## src/jlr_cfg.svh

```systemverilog
// Constants of the register-indirect jump-and-link unit: fields, codes, offsets.
// Assumes inclusion by bare name from the package and the design files.
`ifndef JLR_CFG_SVH
`define JLR_CFG_SVH

// Datapath
`define JL_XLEN 32
`define JL_LINK_OFFSET 32'h0000_0008

// Instruction field positions
`define JL_OPC_HI 31
`define JL_OPC_LO 26
`define JL_TGT_HI 25
`define JL_TGT_LO 21
`define JL_ZRO_HI 20
`define JL_ZRO_LO 16
`define JL_LNK_HI 15
`define JL_LNK_LO 11
`define JL_HINT_HI 10
`define JL_HINT_LO 6
`define JL_FN_HI 5
`define JL_FN_LO 0
`define JL_BARRIER_BIT 10

// Instruction codes
`define JL_OPC_SPECIAL 6'h00
`define JL_FN_JLR 6'h09
`define JL_ZERO_FIELD 5'h00
`define JL_HINT_DEFAULT 5'h00
`define JL_DEFAULT_LINK_REG 5'h1f

// Register byte offsets
`define JL_REG_CTRL 5'h00
`define JL_REG_STATUS 5'h04
`define JL_REG_MASK 5'h08
`define JL_REG_STATE 5'h0c
`define JL_REG_LAST_TGT 5'h10

// Control fields
`define JL_CTRL_EN 0
`define JL_CTRL_CA 1
`define JL_CTRL_RST 2'h1

// Status and mask fields
`define JL_ST_JUMP 0
`define JL_ST_AERR 1
`define JL_ST_BAR 2
`define JL_ST_RST 3'h0
`define JL_MASK_RST 3'h0

`endif

```

## src/jlr_pkg.sv

```systemverilog
// Types shared by the jump-and-link unit and its decoder.
// Assumes jlr_cfg.svh is on the include path.
`include "jlr_cfg.svh"

package jlr_pkg;

  typedef enum logic [1:0] {
    ST_IDLE  = 2'b00,
    ST_SLOT  = 2'b01,
    ST_DRAIN = 2'b11,
    ST_REDIR = 2'b10
  } jl_state_t;

  typedef struct packed {
    logic valid;
    logic [`JL_XLEN-1:0] instr;
    logic [`JL_XLEN-1:0] pc;
    logic [`JL_XLEN-1:0] target;
  } jl_issue_t;

  typedef struct packed {
    logic hit;
    logic barrier;
    logic [4:0] tgt_idx;
    logic [4:0] link_idx;
  } jl_dec_t;

  typedef struct packed {
    logic we;
    logic [4:0] idx;
    logic [`JL_XLEN-1:0] data;
  } link_wr_t;

  typedef struct packed {
    logic valid;
    logic [`JL_XLEN-1:0] pc;
    logic isa;
    logic addr_err;
    logic barrier;
  } redirect_t;

  typedef struct packed {
    jl_state_t state;
    logic [1:0] ctrl;
    logic [2:0] status;
    logic [2:0] mask;
    logic [`JL_XLEN-1:0] target;
    logic barrier;
    logic isa;
    link_wr_t link;
    redirect_t redir;
    logic ack;
    logic [`JL_XLEN-1:0] dat;
  } jl_regs_t;

endpackage

```

## src/jump_link_register_unit.sv

```systemverilog
// Register-indirect jump-and-link unit with optional hazard barrier.
// Assumes a pipeline that supplies the target register value with the issued
// word, reports delay-slot completion and older system-state writes in flight.
//
// The address map and the Wishbone interface to the registers were decided locally.
`timescale 1ns/1ps
`include "jlr_cfg.svh"

// Functional notes
// [RULE1] Link register receives the jump's own PC plus 8.
// [RULE2] Assemblers encode link register 31 when none is written.
// [RULE3] Read target and write link in jump slot; redirect after delay slot.
// [RULE4] Without compact set, PC takes the whole target value.
// [RULE5] With compact set, bit 0 goes to mode bit; PC bit 0 zero.
// [RULE6] Target bit 0 set never raises an address exception by itself; without compact set, the code flags it as an address error.
// [RULE7] Software must not use equal target and link register fields.
// [RULE8] Without compact set, nonzero low two target bits flag address error.
// [RULE9] With compact set, bit 0 zero and bit 1 one flag address error.
// [RULE10] Software supplies targets aligned for the chosen instruction set.
// [RULE11] Hint zero is default; hint bit 10 selects the barrier form.
// [RULE12] Decode opcode 000000, bits 20..16 zero, function 001001.
// [RULE13] Barrier form clears execution and instruction hazards before target fetch.
// [RULE14] Barrier form works in every mode, no coprocessor access needed.
// [RULE15] Only hazards from instructions before the jump are cleared.
// [RULE16] Software keeps branches, jumps, returns and waits out of the slot.
// [RULE17] Software clears instruction hazards after remapping or writing code.
// [RULE18] Hold target fetch until earlier system writes commit, then refetch.
module jump_link_register_unit (
  // Clock and reset
  input wire logic clk_i,
  input wire logic rst_i,
  // Wishbone slave
  input wire logic cyc_i,
  input wire logic stb_i,
  input wire logic we_i,
  input wire logic [4:0] adr_i,
  input wire logic [3:0] sel_i,
  input wire logic [31:0] dat_i,
  output logic [31:0] dat_o,
  output logic ack_o,
  // Interrupt
  output logic irq_o,
  // Issue from decode stage
  input jlr_pkg::jl_issue_t issue_i,
  output logic issue_ready_o,
  output logic [4:0] tgt_rd_idx_o,
  // Pipeline progress
  input wire logic slot_done_i,
  input wire logic older_wr_busy_i,
  // Results
  output jlr_pkg::link_wr_t link_o,
  output jlr_pkg::redirect_t redir_o,
  output logic fetch_hold_o,
  output logic isa_select_bit_o
);
  import jlr_pkg::*;

  jl_regs_t r;
  jl_regs_t next_r;
  jl_dec_t dec;

  logic bus_req;
  logic bus_wr;
  logic take;
  logic ca;
  logic [2:0] ev;
  logic [2:0] clr;
  logic [`JL_XLEN-1:0] tgt_pc;
  logic tgt_isa;
  logic tgt_aerr;

  jlr_decode u_decode (
    .instr_i(issue_i.instr),
    .dec_o(dec)
  );

  always_comb begin
    bus_req = cyc_i & stb_i;
    bus_wr = bus_req & r.ack & we_i & sel_i[0];
    ca = r.ctrl[`JL_CTRL_CA];
    // No privilege input: barrier form is taken in any operating mode
    take = issue_i.valid & (r.state == ST_IDLE) & dec.hit
      & r.ctrl[`JL_CTRL_EN]; // [RULE14]

    // Target conversion at redirect time
    if (ca) begin
      tgt_pc = {r.target[`JL_XLEN-1:1], 1'b0}; // [RULE5] [RULE6]
      tgt_isa = r.target[0]; // [RULE5]
      tgt_aerr = ~r.target[0] & r.target[1]; // [RULE9]
    end else begin
      tgt_pc = r.target; // [RULE4]
      tgt_isa = r.isa;
      tgt_aerr = |r.target[1:0]; // [RULE8]
    end
  end

  always_comb begin
    next_r = r;
    next_r.link.we = 1'b0;
    next_r.redir.valid = 1'b0;
    next_r.ack = 1'b0;
    ev = 3'h0;
    clr = 3'h0;

    // Bus answer one cycle after the request is seen
    if (bus_req & ~r.ack) begin
      next_r.ack = 1'b1;
      unique case (adr_i)
        `JL_REG_CTRL: next_r.dat = {30'h0, r.ctrl};
        `JL_REG_STATUS: next_r.dat = {29'h0, r.status};
        `JL_REG_MASK: next_r.dat = {29'h0, r.mask};
        `JL_REG_STATE: next_r.dat = {28'h0, r.barrier, r.isa, r.state};
        `JL_REG_LAST_TGT: next_r.dat = r.target;
        default: next_r.dat = 32'h0;
      endcase
    end

    // Writes land on the edge that completes the cycle
    if (bus_wr) begin
      unique case (adr_i)
        `JL_REG_CTRL: next_r.ctrl = dat_i[1:0];
        `JL_REG_STATUS: clr = dat_i[2:0];
        `JL_REG_MASK: next_r.mask = dat_i[2:0];
        default: next_r.ctrl = r.ctrl;
      endcase
    end

    unique case (r.state)
      ST_IDLE: begin
        if (take) begin
          // Target captured and link written in the jump's own slot
          next_r.target = issue_i.target; // [RULE3]
          next_r.barrier = dec.barrier; // [RULE13]
          next_r.link.we = 1'b1; // [RULE3]
          next_r.link.idx = dec.link_idx;
          next_r.link.data = issue_i.pc + `JL_LINK_OFFSET; // [RULE1]
          next_r.state = ST_SLOT;
        end
      end
      ST_SLOT: begin
        // Delay-slot instruction finishes before control moves
        if (slot_done_i) begin // [RULE3]
          // Slot's own writes are not waited for, only older ones
          next_r.state = dec_barrier_wait(r.barrier, older_wr_busy_i); // [RULE15]
        end
      end
      ST_DRAIN: begin
        // Target fetch held until earlier system writes commit
        if (~older_wr_busy_i) begin // [RULE18] [RULE13]
          next_r.state = ST_REDIR;
        end
      end
      ST_REDIR: begin
        next_r.redir.valid = 1'b1; // [RULE3]
        next_r.redir.pc = tgt_pc;
        next_r.redir.isa = tgt_isa;
        next_r.redir.addr_err = tgt_aerr; // [RULE8] [RULE9]
        next_r.redir.barrier = r.barrier; // [RULE18]
        next_r.isa = tgt_isa; // [RULE5]
        ev[`JL_ST_JUMP] = 1'b1;
        ev[`JL_ST_AERR] = tgt_aerr;
        ev[`JL_ST_BAR] = r.barrier;
        next_r.state = ST_IDLE;
      end
    endcase

    // Set wins over a simultaneous write-one clear
    next_r.status = (r.status & ~clr) | ev;
  end

  // Barrier form waits for older writes; plain form goes straight on
  function automatic jl_state_t dec_barrier_wait(input logic bar, input logic busy);
    if (bar & busy) begin
      return ST_DRAIN;
    end
    return ST_REDIR;
  endfunction

  always_ff @(posedge clk_i) begin
    if (rst_i) begin
      r <= '0;
      r.state <= ST_IDLE;
      r.ctrl <= `JL_CTRL_RST;
      r.status <= `JL_ST_RST;
      r.mask <= `JL_MASK_RST;
    end else begin
      r <= next_r;
    end
  end

  assign dat_o = r.dat;
  assign ack_o = r.ack;
  assign irq_o = |(r.status & r.mask);
  assign issue_ready_o = (r.state == ST_IDLE);
  assign tgt_rd_idx_o = dec.tgt_idx;
  assign link_o = r.link;
  assign redir_o = r.redir;
  assign fetch_hold_o = (r.state == ST_DRAIN);
  assign isa_select_bit_o = r.isa;

endmodule

```

## src/jlr_decode.sv

```systemverilog
// Decoder for the register-indirect jump-and-link word and its barrier form.
// Assumes a 32-bit instruction word; purely combinational.
`timescale 1ns/1ps
`include "jlr_cfg.svh"

module jlr_decode (
  // Instruction word
  input wire logic [`JL_XLEN-1:0] instr_i,
  // Decoded fields
  output jlr_pkg::jl_dec_t dec_o
);
  import jlr_pkg::*;

  logic [4:0] hint;
  logic legal_hint;

  always_comb begin
    hint = instr_i[`JL_HINT_HI:`JL_HINT_LO];
    // Zero is default handling, top hint bit asks for the barrier
    legal_hint = (hint == `JL_HINT_DEFAULT) | instr_i[`JL_BARRIER_BIT]; // [RULE11]
    dec_o.hit = (instr_i[`JL_OPC_HI:`JL_OPC_LO] == `JL_OPC_SPECIAL)
      & (instr_i[`JL_ZRO_HI:`JL_ZRO_LO] == `JL_ZERO_FIELD)
      & (instr_i[`JL_FN_HI:`JL_FN_LO] == `JL_FN_JLR)
      & legal_hint; // [RULE12]
    dec_o.barrier = instr_i[`JL_BARRIER_BIT]; // [RULE11]
    dec_o.tgt_idx = instr_i[`JL_TGT_HI:`JL_TGT_LO];
    dec_o.link_idx = instr_i[`JL_LNK_HI:`JL_LNK_LO];
  end

endmodule

```

## config.mk

```make
export PLATFORM = sky130hd
export DESIGN_NAME = jump_link_register_unit
export DESIGN_NICKNAME = d
export VERILOG_FILES = /design/src/jlr_pkg.sv /design/src/jump_link_register_unit.sv /design/src/jlr_decode.sv
export VERILOG_INCLUDE_DIRS = /design/src
export SDC_FILE = /design/constraint.sdc
export NUM_CORES = 1
export LEC_CHECK = 0
export BUFFER_PORTS_ARGS = -buffer_cell sky130_fd_sc_hd__buf_2
export CORE_MARGIN = 10
export CORE_UTILIZATION = 55
export CTS_BUF_LIST = sky130_fd_sc_hd__clkbuf_8
export DETAILED_ROUTE_END_ITERATION = 7
export HOLD_SLACK_MARGIN = 0.06
export PLACE_DENSITY = 0.95
export SLEW_MARGIN = 15
export SYNTH_ARGS = -nofsm -noshare
export SYNTH_HDL_FRONTEND = slang
export SYNTH_SLANG_ARGS = --single-unit
```

## constraint.sdc

```tcl
create_clock -name clk_i -period 3.4 [get_ports clk_i]
set_input_delay 0.68 -clock clk_i [delete_from_list [all_inputs] [get_ports clk_i]]
set_output_delay 0.68 -clock clk_i [all_outputs]
set_load 0.02 [all_outputs]
```

==> impl_metrics.csv <==
group,metric,value,unit
drt,ant_nets,0,
worst_hold_path,hold_path_end,"redir_o[3]",
worst_hold_path,min-delay-start,"redir_o[3]",
timing,fin_crit_sh,0.727,
worst_setup_path,critical_path.max_fanout,20,
cells_and_area,multiInputGateArea,0.00267,sq mm
worst_hold_path,min_path_type,"reg2reg",
synth,syn_area,0.00673,sq mm
drt,drc,0,
global_routing,use_met3,0.0902,
timing,layout_setup_ws,927,ps
placement,dp_hpwl,13700,microns
synth,seq_area_frac_synth,0.446,
synth,synth_most_common_cell,"nand2_1",
global_routing,grt_pass1_vias,5760,
global_routing,grt_use_met1,0.227,
synth,syn_avg_cell_area,8.10,sq um
global_routing,overflow,0,
timing,setup-tns-final,0,ps
clock_tree,cts_hold_buf,0,
cells_and_area,area_delta_synth_final,11.2,%
timing,finalHoldViolCount,0,
worst_setup_path,rr_worst_depth,6,
timing,timing.fmax,404,MHz
synth,syn_inst,831,
timing,min_period,2470,ps
timing,worst_pin_slew,759,ps
clock_tree,cts_made_buffers,17,
synth,yosysTopAreaCell,"dfxtp_1",
timing,setup_viol,0,
drt,drt-initial-drc-count,430,
floorplan,start_util,0.560,
timing,slew_headroom,0.494,
timing,skew,12.7,ps
synth,synth-seq-cells,150,
floorplan,row_count,40,
drt,drt-pass1-iter-count,5,
clock_tree,cts-root-buf,"clkbuf_8",
clock_tree,htreeDepth,4,
global_routing,grt_use_met2,0.359,
cells_and_area,drive_above_1_share,0.289,
worst_setup_path,reg2reg_from,"r[147]",
power,vdd_ir_drop_max,0.270,mV
cells_and_area,finalNonFillerCells,1083,
clock_tree,clk_pin_slew,90,ps
global_routing,antenna_found_initial,7,
floorplan,die_h,131,microns
drt,drt-total-wl,18500,microns
global_routing,grt_pass1_wl,28500,microns
global_routing,grt.total_usage,0.212,
floorplan,dieWidth,131,microns
worst_setup_path,rrSetupSlack,1130,ps
clock_tree,worstSkewPairLatency,440,ps
floorplan,die-area,0.0171,sq mm
global_routing,top_usage_layer,"met2",
worst_setup_path,r2r-end,"link_o[34]",
floorplan,io_pins,261,
clock_tree,cts_tree,"yes",
status,status,"finished, final reports clean",
synth,synth_top_area_frac,0.446,
floorplan,core,0.0120,sq mm
cells_and_area,seq_area,0.00300,sq mm
placement,pre_cts_ws,457,ps
job,maxCapViolations,0,
timing,rsz0062_at_grt,"false",
cells_and_area,nNetsFinal,1064,
clock_tree,post_cts_resized,0,
placement,io_buffers,218,
clock_tree,clock-sinks,150,
clock_tree,cts_setup_buffers,0,
drt,vias,5873,
synth,synth_area_leaders,"dfxtp_1 45%, buf_4 12%, nand2_1 9.7%",
placement,gp_congestion,0.913,
drt,wl_per_cell,17.1,microns
power,leakage,3.05,nW
synth,yosys_warnings,0,
synth,async_flop_share,0,
clock_tree,cts_buffer_depth,2,
power,p_per_area,437,mW/mm^2
synth,ys_top_cells_by_count,"174 x nand2_1, 150 x dfxtp_1, 111 x buf_4",
synth,yosysUniqueCellTypes,44,
worst_setup_path,worstPathRequired,3690,ps
placement,dp.cells,1046,
synth,synth-edff-count,0,
timing,slew_viol_final,0,
worst_setup_path,critPathLaunchType,"input port",
cells_and_area,fillers,1021,
worst_setup_path,critPathCaptureType,"register",
synth,ys.flop_type,"dfxtp_1",
worst_setup_path,critPathKind,"in2reg",
drt,routed_via_density,5.42,
synth,synthesis.nets,977,
global_routing,grt_max_degree,74,
worst_hold_path,whs_path_depth,2,
worst_setup_path,cp.arrival,2770,ps
worst max path at each step:
| stage | start | end | slack (ps) |
|---|---|---|---|
| global placement | issue_i[80] | r[124] | 490 |
| detailed placement | issue_i[80] | link_o[34] | 460 |
| finish | issue_i[80] | link_o[34] | 930 |
| global route | issue_i[80] | link_o[32] | 860 |
| floorplan | issue_i[91] | link_o[2] | 1100 |
| CTS | issue_i[80] | link_o[34] | 940 |
metal layers:
layer  up-vias  routed length (microns)
li1       2865                        -
met1      2659                     6970
met2       294                     9040
met3        51                     1870
met4         4                      620
met5         -                       24
worst max-delay path, cell delays in order:
cell,delay (ps)
buf_2,90
nor4b_1,440
nand4_1,280
or4_2,810
buf_4,300
nand2_1,90
a21oi_1,70
layout by cell type (no fill, tap or decap), types with 2 or more instances in the layout:
cell type	instances
nand2_1	174
xnor2_1	15
a21oi_1	85
nor4b_1	2
o21ai_0	6
a22oi_1	29
clkbuf_8	20
clkinv_4	2
nor3_1	8
o22ai_1	3
clkinvlp_4	3
and2_1	4
buf_2	217
nand4_1	9
a211oi_1	27
dfxtp_1	150
inv_6	5
inv_1	6
nand3_1	16
buf_4	12
xor2_1	9
and3_1	5
or2_2	3
nor4_1	8
nor3b_1	3
nor2_1	78
mux2i_1	9
diode_2	5
or3_1	2
final cells by class:
cell class                 instances  share of cell area
multi-input combinational        514               0.357
clock inverter                    12              0.0157
clock buffer                      20              0.0368
tap                              147              0.0246
inverter                           5             0.00251
timing repair buffer             230               0.160
antenna                            5             0.00167
sequential                       150               0.401
cell families (layout without fill, tap and decap cells):
group / after synthesis / in the layout / synth area share
adders and majority gates: 1 / 1 / 0.00186
muxes: 9 / 9 / 0.0134
and+or+nand+nor: 321 / 321 / 0.205
buffers and inverters: 167 / 267 / 0.157
DFF: 150 / 150 / 0.446
other: 0 / 5 / 0
AOI/OAI and AO/OA: 159 / 159 / 0.144
xor gates and xnor gates: 24 / 24 / 0.0312
power by group:
group,internal (mW),switching (mW)
clock,0.649,0.698
combinational,0.0695,0.0996
sequential,1.76,0.000397
total,2.47,0.798
flip-flops by register name, indices dropped and copies added, names as in the netlist, named ones only:
register and count:
dat_o 32, ca 1, ack_o 1, redir_o 35
r 42, link_o 38
metrics by stage:
step / power (mW) / instance area [sq um] / util / hold WS (ps)
6_report: 3.27 / 7480 / 0.623 / 452
5_1_grt: 3.39 / 7470 / 0.622 / 443
4_1_cts: 3.29 / 7470 / 0.622 / 443
3_3_place_gp: 1.96 / 7070 / 0.589 / 438
2_1_floorplan: 1.88 / 6730 / - / 432
3_5_place_dp: 1.96 / 7070 / 0.589 / 442
Note: power is estimated with default switching activity, not from simulation.
